==> src/sop_params.svh <==
// Timing constants and configuration encodings of the status output pin control.
`ifndef SOP_PARAMS_SVH
`define SOP_PARAMS_SVH
// ----------------------------------------
// Clock and timing
// ----------------------------------------
`define SOP_CLK_PERIOD_NS 4
`define SOP_FRAME_END_TO_LOW_NS 400
`define SOP_STOP_TO_LOW_NS 400
`define SOP_FRAME_START_TO_LOW_NS 400
`define SOP_FRAME_END_TO_RELEASE_NS 400
`define SOP_STOP_TO_RELEASE_NS 400
`define SOP_PULSE_NS 2000
`define SOP_FRAME_END_TO_LOW_CYC ((`SOP_FRAME_END_TO_LOW_NS + `SOP_CLK_PERIOD_NS - 1) / `SOP_CLK_PERIOD_NS)
`define SOP_STOP_TO_LOW_CYC ((`SOP_STOP_TO_LOW_NS + `SOP_CLK_PERIOD_NS - 1) / `SOP_CLK_PERIOD_NS)
`define SOP_FRAME_START_TO_LOW_CYC ((`SOP_FRAME_START_TO_LOW_NS + `SOP_CLK_PERIOD_NS - 1) / `SOP_CLK_PERIOD_NS)
`define SOP_FRAME_END_TO_RELEASE_CYC ((`SOP_FRAME_END_TO_RELEASE_NS + `SOP_CLK_PERIOD_NS - 1) / `SOP_CLK_PERIOD_NS)
`define SOP_STOP_TO_RELEASE_CYC ((`SOP_STOP_TO_RELEASE_NS + `SOP_CLK_PERIOD_NS - 1) / `SOP_CLK_PERIOD_NS)
`define SOP_PULSE_CYC ((`SOP_PULSE_NS + `SOP_CLK_PERIOD_NS - 1) / `SOP_CLK_PERIOD_NS)
// ----------------------------------------
// Configuration nibble values
// ----------------------------------------
`define SOP_CFG_RESET 8'h00
`define SOP_MODE_MSG 4'h3
`define SOP_MODE_PULSE 4'h4
`define SOP_MODE_STATE 4'h5
`define SOP_MODE_BUSY 4'h6
`define SOP_CNT_W 10
`endif

==> src/sop_pkg.sv <==
// Types shared by the status output pin control.
package sop_pkg;
	// ----------------------------------------
	// Event strobes and levels
	// ----------------------------------------
	typedef struct packed {
		logic cl_frame_start;
		logic cl_frame_end;
		logic cl_select;
		logic cl_deselect;
		logic cl_field;
		logic cl_len_write;
		logic cl_int_cmd;
		logic cl_assert_cmd;
		logic cl_release_cmd;
		logic tw_stop;
		logic tw_session_req;
		logic tw_abort_cmd;
		logic tw_token_release;
		logic tw_int_cmd;
		logic tw_assert_cmd;
		logic tw_release_cmd;
		logic tw_first_byte_end;
		logic write_busy;
	} sop_events_t;
	typedef enum logic [1:0] {
		SOP_IDLE = 2'b00,
		SOP_WAIT = 2'b01,
		SOP_LOW = 2'b10
	} sop_phase_t;
	typedef struct packed {
		logic cl_session;
		logic tw_session;
		sop_phase_t phase;
		logic [9:0] cnt;
		logic from_tw;
		logic hold_low;
		logic msg_wait_write;
		logic pin_low;
		logic busy_rel;
		logic [9:0] rel_cnt;
		logic hold_req;
		logic [9:0] hold_cnt;
	} sop_state_t;
endpackage

==> src/sop_ctrl.sv <==
// Status output pin control: sessions, modes and open-drain drive.
`include "sop_params.svh"
// Functional notes
// - Message mode: nonzero length write pulls low
// - Low after frame delay, through write
// - Pulse mode: interrupt command gives negative pulse
// - Pulse timing per contactless or two-wire source
// - State mode: assert command drives low
// - State low until release, power, contactless session close
// - Busy mode: low after first frame start
// - Busy low until contactless session end or field loss, no delay
// - Open-drain, released with no session open
// - Contactless session: select opens, deselect/abort/field close
// - Two-wire session: request/abort opens, token closes
module sop_ctrl (
	input wire logic mclk,
	input wire logic rst_n,
	input wire logic [7:0] cfg,
	input wire sop_pkg::sop_events_t ev,
	input wire logic status_output_pin_in,
	output logic status_output_pin_out,
	output logic status_output_pin_oe
);
	localparam logic [9:0] FE_LOW = 10'(`SOP_FRAME_END_TO_LOW_CYC);
	localparam logic [9:0] STOP_LOW = 10'(`SOP_STOP_TO_LOW_CYC);
	localparam logic [9:0] FS_LOW = 10'(`SOP_FRAME_START_TO_LOW_CYC);
	localparam logic [9:0] FE_REL = 10'(`SOP_FRAME_END_TO_RELEASE_CYC);
	localparam logic [9:0] STOP_REL = 10'(`SOP_STOP_TO_RELEASE_CYC);
	localparam logic [9:0] PULSE = 10'(`SOP_PULSE_CYC);

	sop_pkg::sop_state_t s_reg, s_next;
	logic [3:0] cl_mode, tw_mode;
	logic pin_sync1_reg, pin_sync2_reg;

	assign cl_mode = cfg[7:4];
	assign tw_mode = cfg[3:0];

	// ----------------------------------------
	// Next state
	// ----------------------------------------
	always_comb begin
		s_next = s_reg;
		if (ev.cl_select && ev.cl_field) begin
			s_next.cl_session = 1'b1;
		end else if (ev.cl_deselect || ev.tw_abort_cmd || !ev.cl_field) begin
			s_next.cl_session = 1'b0;
		end
		if (ev.tw_session_req || ev.tw_abort_cmd) begin
			s_next.tw_session = 1'b1;
		end else if (ev.tw_token_release) begin
			s_next.tw_session = 1'b0;
		end
		if (cl_mode == `SOP_MODE_MSG && s_reg.cl_session && ev.cl_len_write && s_reg.phase == sop_pkg::SOP_IDLE) begin
			s_next.phase = sop_pkg::SOP_WAIT;
			s_next.cnt = FE_LOW;
			s_next.msg_wait_write = 1'b1;
			s_next.from_tw = 1'b0;
		end
		if (s_reg.phase == sop_pkg::SOP_IDLE) begin
			if (cl_mode == `SOP_MODE_PULSE && s_reg.cl_session && ev.cl_int_cmd) begin
				s_next.phase = sop_pkg::SOP_WAIT;
				s_next.cnt = FE_LOW;
				s_next.from_tw = 1'b0;
			end else if (tw_mode == `SOP_MODE_PULSE && s_reg.tw_session && ev.tw_int_cmd) begin
				s_next.phase = sop_pkg::SOP_WAIT;
				s_next.cnt = STOP_LOW;
				s_next.from_tw = 1'b1;
			end
		end
		case (s_reg.phase)
			sop_pkg::SOP_WAIT: begin
				if (s_reg.cnt <= 10'h001) begin
					s_next.phase = sop_pkg::SOP_LOW;
					s_next.cnt = PULSE;
				end else begin
					s_next.cnt = s_reg.cnt - 10'h001;
				end
			end
			sop_pkg::SOP_LOW: begin
				if (s_reg.msg_wait_write) begin
					if (!ev.write_busy) begin
						s_next.phase = sop_pkg::SOP_IDLE;
						s_next.msg_wait_write = 1'b0;
					end
				end else if (s_reg.from_tw) begin
					if (ev.tw_first_byte_end) begin
						s_next.phase = sop_pkg::SOP_IDLE;
					end
				end else if (s_reg.cnt <= 10'h001) begin
					s_next.phase = sop_pkg::SOP_IDLE;
				end else begin
					s_next.cnt = s_reg.cnt - 10'h001;
				end
			end
			default: begin
			end
		endcase
		// session close releases hold
		// Only the closing edge of the contactless session counts, so a two-wire hold survives on its own.
		if (s_reg.cl_session && !s_next.cl_session) begin
			s_next.hold_req = 1'b0;
			s_next.hold_low = 1'b0;
			s_next.hold_cnt = 10'h000;
		end else if (s_reg.hold_cnt > 10'h001) begin
			s_next.hold_cnt = s_reg.hold_cnt - 10'h001;
		end else if (s_reg.hold_cnt == 10'h001) begin
			s_next.hold_cnt = 10'h000;
			s_next.hold_low = s_reg.hold_req;
		end
		// release command after delay
		// A command only moves the request; the pin follows when the delay runs out.
		if (cl_mode == `SOP_MODE_STATE && s_reg.cl_session && ev.cl_release_cmd) begin
			s_next.hold_req = 1'b0;
			s_next.hold_cnt = FE_REL;
		end else if (tw_mode == `SOP_MODE_STATE && s_reg.tw_session && ev.tw_release_cmd) begin
			s_next.hold_req = 1'b0;
			s_next.hold_cnt = STOP_REL;
		end
		// assert command after delay
		// The assert is applied last, so it wins over a release or a close in the same cycle.
		if (cl_mode == `SOP_MODE_STATE && s_reg.cl_session && ev.cl_assert_cmd) begin
			s_next.hold_req = 1'b1;
			s_next.hold_cnt = FE_LOW;
		end else if (tw_mode == `SOP_MODE_STATE && s_reg.tw_session && ev.tw_assert_cmd) begin
			s_next.hold_req = 1'b1;
			s_next.hold_cnt = STOP_LOW;
		end
		// busy low from frame start to session end
		// Field loss also disarms; a frame start arms only with the field on, even before any session opens.
		if (s_reg.busy_rel && ((s_reg.cl_session && !s_next.cl_session) || !ev.cl_field)) begin
			s_next.busy_rel = 1'b0;
		end else if (s_reg.busy_rel && s_reg.rel_cnt != 10'h000) begin
			s_next.rel_cnt = s_reg.rel_cnt - 10'h001;
		end
		if (cl_mode == `SOP_MODE_BUSY && ev.cl_field && ev.cl_frame_start && !s_reg.busy_rel) begin
			s_next.busy_rel = 1'b1;
			s_next.rel_cnt = FS_LOW;
		end
		// drive only while a session is open
		s_next.pin_low = (s_reg.cl_session || s_reg.tw_session) &&
			(s_next.phase == sop_pkg::SOP_LOW || s_next.hold_low ||
			(cl_mode == `SOP_MODE_BUSY && s_next.busy_rel && s_next.rel_cnt == 10'h000));
	end

	always_ff @(posedge mclk or negedge rst_n) begin
		if (!rst_n) begin
			s_reg <= '0;
			pin_sync1_reg <= 1'b1;
			pin_sync2_reg <= 1'b1;
		end else begin
			s_reg <= s_next;
			pin_sync1_reg <= status_output_pin_in;
			pin_sync2_reg <= pin_sync1_reg;
		end
	end

	// ----------------------------------------
	// Open-drain pin
	// ----------------------------------------
	// The output value is always zero; only the enable moves, so the pin never drives high.
	assign status_output_pin_out = 1'b0;
	assign status_output_pin_oe = s_reg.pin_low;

	chk_idle_no_drive: assert property (@(posedge mclk) disable iff (!rst_n)
		(!$past(s_reg.cl_session) && !$past(s_reg.tw_session)) |-> !status_output_pin_oe)
		else $error("pin driven with no session");
	chk_tw_close: assert property (@(posedge mclk) disable iff (!rst_n)
		(ev.tw_token_release && !ev.tw_session_req && !ev.tw_abort_cmd) |=> !s_reg.tw_session)
		else $error("two-wire session stayed open");
	chk_field_close: assert property (@(posedge mclk) disable iff (!rst_n)
		!ev.cl_field |=> !s_reg.cl_session)
		else $error("contactless session stayed open");
	chk_assert_low: assert property (@(posedge mclk) disable iff (!rst_n)
		(tw_mode == `SOP_MODE_STATE && s_reg.tw_session && ev.tw_assert_cmd && !ev.cl_assert_cmd) |=>
		(s_reg.hold_req && s_reg.hold_cnt == STOP_LOW))
		else $error("assert command not held");
	chk_release_free: assert property (@(posedge mclk) disable iff (!rst_n)
		(tw_mode == `SOP_MODE_STATE && s_reg.tw_session && ev.tw_release_cmd && !ev.tw_assert_cmd && !ev.cl_assert_cmd &&
		!ev.cl_release_cmd) |=> (!s_reg.hold_req && s_reg.hold_cnt == STOP_REL))
		else $error("hold not released");
	chk_hold_delay: assert property (@(posedge mclk) disable iff (!rst_n)
		$rose(s_reg.hold_low) |-> $past(s_reg.hold_cnt) == 10'h001)
		else $error("state drive without delay");
	chk_pulse_len: assert property (@(posedge mclk) disable iff (!rst_n)
		($rose(s_reg.phase == sop_pkg::SOP_LOW) && !s_reg.from_tw && !s_reg.msg_wait_write)
		|-> (s_reg.phase == sop_pkg::SOP_LOW)[*8])
		else $error("pulse too short");
	chk_pulse_start: assert property (@(posedge mclk) disable iff (!rst_n)
		(s_reg.phase == sop_pkg::SOP_IDLE && cl_mode == `SOP_MODE_PULSE && s_reg.cl_session && ev.cl_int_cmd)
		|=> s_reg.phase == sop_pkg::SOP_WAIT ##[1:200] s_reg.phase == sop_pkg::SOP_LOW)
		else $error("pulse did not start");
	chk_msg_hold: assert property (@(posedge mclk) disable iff (!rst_n)
		(s_reg.phase == sop_pkg::SOP_LOW && s_reg.msg_wait_write && ev.write_busy) |=> s_reg.phase == sop_pkg::SOP_LOW)
		else $error("message low ended during write");
	chk_busy_hold: assert property (@(posedge mclk) disable iff (!rst_n)
		(cl_mode == `SOP_MODE_BUSY && s_reg.busy_rel && s_reg.rel_cnt == 10'h000 && s_reg.cl_session &&
		ev.cl_field && !ev.cl_deselect && !ev.tw_abort_cmd) |=> status_output_pin_oe)
		else $error("busy low dropped in session");
	// driven pin reads back low
	// The pin is wired-and, so only the driven-low direction can be promised here.
	chk_pin_readback: assert property (@(posedge mclk) disable iff (!rst_n)
		$past(status_output_pin_oe, 2) |-> !pin_sync2_reg)
		else $error("driven pin not read back low");
endmodule // sop_ctrl

==> config.mk <==
export PLATFORM = sky130hd
export DESIGN_NAME = sop_ctrl
export DESIGN_NICKNAME = d
export VERILOG_FILES = /design/src/sop_pkg.sv /design/src/sop_ctrl.sv
export VERILOG_INCLUDE_DIRS = /design/src
export SDC_FILE = /design/constraint.sdc
export NUM_CORES = 1
export LEC_CHECK = 0
export BUFFER_PORTS_ARGS = -buffer_cell sky130_fd_sc_hd__clkbuf_2
export CORE_UTILIZATION = 63
export CTS_CLUSTER_SIZE = 40
export DETAILED_ROUTE_END_ITERATION = 16
export GPL_TIMING_DRIVEN = 0
export PLACE_DENSITY = 0.93
export SLEW_MARGIN = 20
export SYNTH_ARGS = -nofsm -noshare
export SYNTH_HDL_FRONTEND = slang
export SYNTH_SLANG_ARGS = --single-unit
==> constraint.sdc <==
create_clock -name mclk -period 6.46 [get_ports mclk]
set_clock_uncertainty 0.05 [all_clocks]
set_input_delay 1.292 -clock mclk [delete_from_list [all_inputs] [get_ports mclk]]
set_output_delay 1.292 -clock mclk [all_outputs]
set_load 0.05 [all_outputs]
### Yosys cells after proc, flatten, opt, wreduce, memory -nomap -nowiden

Index checks and enable logic that the tools add are counted.

| storage, ports and cells | value |
|---|---|
| flip-flop bits (word level) | 40 |
| input port bits | 29 |
| word-level logic and storage cells | 104 |
| output and inout bits | 2 |

| operators by class | value |
|---|---|
| eq/ne operators | 10 |
| add/subtract/negate cells | 3 |
| magnitude comparators | 2 |
| mux-type cells | 38 |
| reductions and logical operators | 39 |

Operators by type and width:

| kind | count |
|---|---|
| $mux W10 | 9 |
| $mux W11 | 5 |
| $mux W13 | 4 |
| $sub A10 B1 Y10 const B | 3 |
| $pmux W12 S2 | 1 |
| $logic_and A1 B1 Y1 | 23 |
| $eq A4 B3 Y1 const B | 5 |
| $mux W1 | 13 |
| $mux W2 | 6 |
| $eq A10 B1 Y1 const B | 1 |
| $gt A10 B1 Y1 const B | 1 |
| $le A10 B1 Y1 const B | 1 |
| $logic_not A10 Y1 | 1 |
| $reduce_bool A10 Y1 | 1 |
| $logic_or A1 B1 Y1 | 7 |
| $reduce_bool A7 Y1 | 1 |
| $reduce_bool A5 Y1 | 1 |
| $eq A2 B2 Y1 const B | 2 |
| $eq A4 B2 Y1 const B | 1 |
| $logic_not A1 Y1 | 3 |
| $eq A2 B1 Y1 const B | 1 |
| $logic_not A2 Y1 | 1 |
| $reduce_bool A2 Y1 | 1 |

### Longest topological paths before layout

Gate-level depths: netlist of run 1.

| logic depth | value |
|---|---|
| depth after elaboration | 16 |
| mapped depth | 9 |
| mapped depth without buffers | 8 |

### Worst setup path after synthesis of run 1

OpenSTA, ideal clock, no wires.

| timing path | value |
|---|---|
| path type | input -> register |
| start point | input ev[6] (netlist name) |
| end point | register s_reg, in the netlist status_output_pin_oe |
| buffers on the path | 0 |
| slack | 3.684 ns |
| arrival time | 2.643 ns |
| stages on the path | 6 |
| cell sequence | o21ba_2 > a2111oi_4 > mux2i_1 > nor4b_1 > o2111ai_1 > o22ai_1 |

RTL lines:

| element | RTL line | RTL |
|---|---|---|
| from (decl) | sop_ctrl.sv:19 | `input wire sop_pkg::sop_events_t ev,` |
| to (signal assigned) | sop_ctrl.sv:151 | `s_reg <= s_next;` |
| to (decl) | sop_ctrl.sv:31 | `sop_pkg::sop_state_t s_reg, s_next;` |

==> results of run 1 <==
## logic make-up (layout without fill, tap and decap cells)
family / after synthesis / in the layout / synth area share
AO/OA/AOI/OAI: 71 / 71 / 0.188
XOR/XNOR: 12 / 12 / 0.0413
adder cells (fa/ha/maj): 8 / 8 / 0.0393
buffers and inverters: 25 / 59 / 0.0418
flip-flops: 40 / 40 / 0.393
multiplexers: 7 / 7 / 0.0285
other: 1 / 1 / 0.00147
AND/OR/NAND/NOR: 121 / 121 / 0.266
## path summary, 6_finish.rpt
kind,depth (start not counted),endpoint
worst min register to register,1,s_reg[35]
worst max register to register,7,status_output_pin_oe
worst min-delay path,1,s_reg[35]
worst max-delay path,7,status_output_pin_oe
max in group asynchronous,1,s_reg[12]
min in group asynchronous,1,s_reg[6]
## power by group
part | internal (mW) | switching, mW | total (mW)
sequential | 0.295 | 0.0393 | 0.334
combinational | 0.114 | 0.151 | 0.265
clock | 0.0752 | 0.0923 | 0.168
total | 0.484 | 0.283 | 0.767
## metal layers
| layer | GRT usage | vias to the layer above | wire [um] |
|---|---|---|---|
| met5 | 0 | - | 0 |
| met4 | 0.133 | 0 | 157 |
| met3 | 0.0660 | 25 | 360 |
| met2 | 0.505 | 104 | 2860 |
| met1 | 0.350 | 1065 | 2470 |
| li1 | - | 1109 | - |
## cell usage in the layout (no fill, tap or decap), drive strengths merged, types with 4 or more instances in the layout
cell type	instances
dfrtp	40
clkbuf	32
nor2	26
o21ai	21
inv	19
a21oi	19
nand2	18
nor3	16
nand3	14
xnor2	9
ha	8
or3	7
nor2b	6
a31oi	5
mux2i	5
nor3b	5
o211ai	4
buf	4
clkinv	4
## area by class of cell
class,instances,area (um2)
multi-input cells,220,1440
fillers,265,947
well taps,48,60.1
clock buffers,5,68.8
flip-flops and latches,40,1000
repair buffers,26,130
inverters,20,75.1
clock inverters,3,18.8
plain buffers,5,31.3
## critical path: stages
cell	delay [ns]
clkbuf_2	0.11
o21ba_2	0.26
a2111oi_4	0.50
mux2i_1	0.30
nor4b_1	0.37
o2111ai_1	0.17
o22ai_1	0.15
## per-stage QoR
stage	utilization	setup WS (ns)	std cells	hold WS [ns]	instance area, um2
finish	0.749	3.48	367	0.449	2820
floorplan	-	3.68	285	0.398	2550
detailed placement	0.726	3.26	359	0.427	2740
CTS	0.749	3.55	367	0.440	2820
global placement	0.726	3.27	359	0.422	2740
global route	0.749	3.44	367	0.462	2820
==> run metrics, run 1 <==
layout overhead on the synthesized area 10.9%; Synth top area share 0.393; number of flip-flops in the largest register 39; Initial DRC Count 185; final setup fails 0; fin crit period 2.98 ns; Die ar. 4300 um2; hold_buf cts 0; Rows 22; Syn Nets 322; Detailed Route WL 5850 um; Initial DRT Pass Iterations 5; TritonCTS buffer count 5; CP startpoint ev[6]; Seq cells post-synth 40; top-count cell post-synth dfrtp_1; post-cts sizing count 0; Syn Inst Count 285; drt via density 6.28; period utilization 0.462; worst-margin pin slew 0.877 ns; Nets 355; max cap viols 0; RSZ-0062 raised after global routing false; RR Startpoint s_reg[13]; Warnings, synthesis 0; R2R Setup Slk 3.98 ns; Critical Path AT 3.15 ns; CTS tree yes; crit start category input port; Post-CTS Setup Repair Bufs 0; EDFF count, synth 0; Yosys top cell by area dfrtp_1; global-route wire length before repair 9670 um; antenna cell count 0; Starting Density 0.675; mapped cell area 2550 um2; H-tree levels 2; static leakage 1.26 nW; Avg Cell Area, Syn 8.93 um2; Power Density 272 nW/um2; CTS clk-pin slew, worst paths 0.08 ns; GRT Total Usage 0.295; die height 65.6 um; max-slew violation count 0; Most used DFF post-synth dfrtp_1; ranking of synthesized cells by area dfrtp_1 39%, ha_1 3.9%, nor2_1 3.8%, a21oi_1 3.5%, nor3_1 3.1%; fmax 0.335 GHz; Post-synth ARST share 1.00; routed via count 2303; CP Capture Type flop; largest net degree at the start of global routing 41; DRT antenna net count 0; post-synthesis sequential area ratio 0.393; critical hold path startpoint s_reg[35]; run status complete, no violations; Final Hold Violating Endpoints 0; root buffer cell clkbuf_8; Setup TNS Final 0 ns; IO Count 31; DRC viols 0; WL per Instance 15.9 um; Slew HR 0.415; initial antenna violation count 0; Clock Latency Late Sink 0.31 ns; Worst Path Required 6.63 ns; Hold Crit Class reg -> reg; Commonest cells post-synth 40 x dfrtp_1, 26 x nor2_1, 19 x inv_1; vias in the first global route 2245; Crit Path Max Fanout 4; synth unique cells 64; peak supply drop 0.173 mV; CTS sink cnt 40; core area 3770 um2; clk buf depth 2; GPL Wtd Cong 0.895; Post-DP HPWL 4250 um; die width 65.6 um; Power Total 0.767 mW; Setup Crit Path Kind in -> reg; fraction of layout cells with a size suffix above 1 0.157; PortBufs 26; GRT overflow 0
No activity file was read; power rests on OpenSTA's default activity.
==> run 2, diff against run 1 <==
ABC_AREA = 1   (was not set)
CORE_UTILIZATION = 59   (was 63)
PLACE_DENSITY = 0.89   (was 0.93)
clock period = 2.9 ns   (was 6.46 ns; I/O delays follow)
==> run 2 against run 1 <==
  * Synthesized cell count rose by 33%
  * Die area rose by 11%
  * Area after synthesis rose by 4.6%
  * Clock power rose to 2.6 times the previous value
  * Via count rose by 11%
  * Sequential cell count did not move
  * Critical endpoint unchanged
==> run metrics, run 2 <==
Power Density 611 nW/um2; worst-margin pin slew 0.885 ns; fraction of layout cells with a size suffix above 1 0.143; ranking of synthesized cells by area dfrtp_1 38%, nand2_1 11%, inv_1 8.2%, nor2_1 7.9%, nand3_1 5.6%; DRC viols 0; peak supply drop 0.317 mV; Reg power frac 0.422; Die ar. 4790 um2; static leakage 1.56 nW; GRT Total Usage 0.258; Finished Layout Cells 464; drt via density 5.49; reg2reg path depth 14; Syn Inst Count 378; Critical Path AT 2.21 ns; Internal 1.15 mW; number of flip-flops in the largest register 39; vias in the first global route 2460; sw frac 0.368; Initial DRC Count 162; Detailed Route WL 5730 um; CTS clk-pin slew, worst paths 0.07 ns; Synth top area share 0.376; layout overhead on the synthesized area 11.4%; CP Capture Type flop; Psw 0.666 mW; Clock Latency Late Sink 0.29 ns; Avg Cell Area, Syn 7.04 um2; hold_buf cts 0; R2R Setup Slk 0.86 ns; synth unique cells 37; mapped cell area 2660 um2; Seq cells post-synth 40; area of the multi-input gates 1420 um2; H-tree levels 2; Post-DP HPWL 4370 um; post-synthesis sequential area ratio 0.376; die width 69.2 um; Most used DFF post-synth dfrtp_1; Yosys top cell by area dfrtp_1; fmax 0.490 GHz; CP bufs+invs 2; Setup Crit Path Kind reg -> reg; EDFF count, synth 0; Rows 24; commonest non-fill, non-tap cell in the layout nand2_1; Top delay family on crit path simple AND/OR/NAND/NOR gates; post-cts sizing count 0; Initial DRT Pass Iterations 5; PortBufs 26; RR Startpoint s_reg[11]; Crit Path Max Fanout 6; root buffer cell clkbuf_8; Slew HR 0.410; routed via count 2546; run status complete, no violations; GPL Wtd Cong 0.890; core area 4350 um2; DRT antenna net count 0; final setup fails 0; die height 69.2 um; Starting Density 0.611; Warnings, synthesis 0; filler cell count 358; max cap viols 0; clk buf depth 2; Cells after DPL 456; crit path cell chain inv_1, ha_1, nand2_2, nor2_1, nand2_2, nand2_4, nor2_4, inv_2, nand2_1, nand3_1, nand2_1, nor2_1, nand3_1, a21oi_2; CP max stage cell dfrtp_1; CTS sink cnt 40; period utilization 0.704; max-slew violation count 0; CTS tree yes; global-route wire length before repair 10000 um; Post-CTS Setup Repair Bufs 0; Setup TNS Final 0 ns; antenna cell count 0; top-count cell post-synth nand2_1; area occupied by registers 1000 um2; Worst Path Required 3.07 ns; Hold Crit Class in -> async; IO Count 31; combinational power share 0.332; crit-path max cell delay 0.38 ns; most frequent cells in the layout 81 x nand2_1, 58 x inv_1, 56 x nor2_1, 40 x dfrtp_1, 30 x nand3_1; Post-synth ARST share 1.00; GRT overflow 0; Clock Power Share 0.246; Commonest cells post-synth 81 x nand2_1, 58 x inv_1, 56 x nor2_1; crit start category flop; largest net degree at the start of global routing 41; Nets 448; WL per Instance 12.3 um; Final Hold Violating Endpoints 0; RSZ-0062 raised after global routing false; reg2reg end status_output_pin_oe; TritonCTS buffer count 5; fin crit period 2.04 ns; initial antenna violation count 0; Syn Nets 415
[run 2: cell types whose count changed after synthesis, sizes merged, moves of 6 or more]
| cell | delta |
|---|---|
| nand4 | +6 |
| nand2 | +72 |
| nand3 | +17 |
| inv | +43 |
| xnor2 | -7 |
| or3 | -6 |
| xor2 | +6 |
| nor2 | +36 |
| nor3 | -9 |
| nor2b | -6 |
[run 2: metrics by stage]
stage / hold slack, ns / power (mW) / setup slack, ns / area [um2] / utilization
floorplan: 0.234 / 1.22 / 1.09 / 2660 / -
global placement: 0.450 / 1.34 / 0.784 / 2860 / 0.656
detailed placement: 0.467 / 1.37 / 0.712 / 2860 / 0.656
CTS: 0.426 / 1.82 / 0.876 / 2970 / 0.681
global route: 0.429 / 1.95 / 0.601 / 2970 / 0.681
finish: 0.359 / 1.81 / 0.857 / 2970 / 0.681
[run 2: layout make-up]
| class | count | area share |
|---|---|---|
| Clock buffer | 6 | 0.0245 |
| Buffer | 1 | 0.00253 |
| Tap cell | 52 | 0.0219 |
| Multi-Input combinational cell | 275 | 0.479 |
| Clock inverter | 2 | 0.0118 |
| Timing Repair Buffer | 26 | 0.0439 |
| Sequential cell | 40 | 0.338 |
| Inverter | 62 | 0.0785 |
[run 2: worst max path at each step]
stage,from,slack [ns],to,cells after the start
floorplan,cfg[3],1.09,s_reg[4],13
global placement,cfg[3],0.78,s_reg[4],14
detailed placement,cfg[7],0.71,status_output_pin_oe,10
CTS,s_reg[11],0.88,status_output_pin_oe,14
global route,s_reg[11],0.60,status_output_pin_oe,14
finish,s_reg[11],0.86,status_output_pin_oe,14
[run 2: logic make-up after synthesis]
kind of cell | Yosys count | synth area share
AO/OA/AOI/OAI | 49 | 0.107
XOR/XNOR | 11 | 0.0362
adder cells (fa/ha/maj) | 8 | 0.0376
buffers and inverters | 63 | 0.0902
flip-flops | 40 | 0.376
other | 1 | 0.00141
AND/OR/NAND/NOR | 206 | 0.352
[run 2: layer usage]
layer	vias up	part of all wire	routed length [um]	track usage
li1	1271	-	-	-
met1	1200	0.43	2450	0.300
met2	62	0.52	2950	0.461
met3	13	0.039	221	0.0538
met4	0	0.018	105	0.102
met5	-	0	0	0
[run 2: power groups by stage]
stage | clock (mW) | sequential (mW) | combinational (mW)
2_1_floorplan | 0 | 0.765 | 0.458
3_3_place_gp | 0 | 0.768 | 0.571
3_5_place_dp | 0 | 0.772 | 0.597
4_1_cts | 0.453 | 0.762 | 0.604
5_1_grt | 0.475 | 0.776 | 0.695
6_report | 0.445 | 0.764 | 0.602
[run 2: worst reg2reg max path, stage by stage (launching register included)]
cell     delay, ns
dfrtp_1       0.38
inv_1         0.09
ha_1          0.29
nand2_2       0.11
nor2_1        0.13
nand2_2       0.10
nand2_4       0.10
nor2_4        0.06
inv_2         0.06
nand2_1       0.05
nand3_1       0.09
nand2_1       0.07
nor2_1        0.13
nand3_1       0.13
a21oi_2       0.12
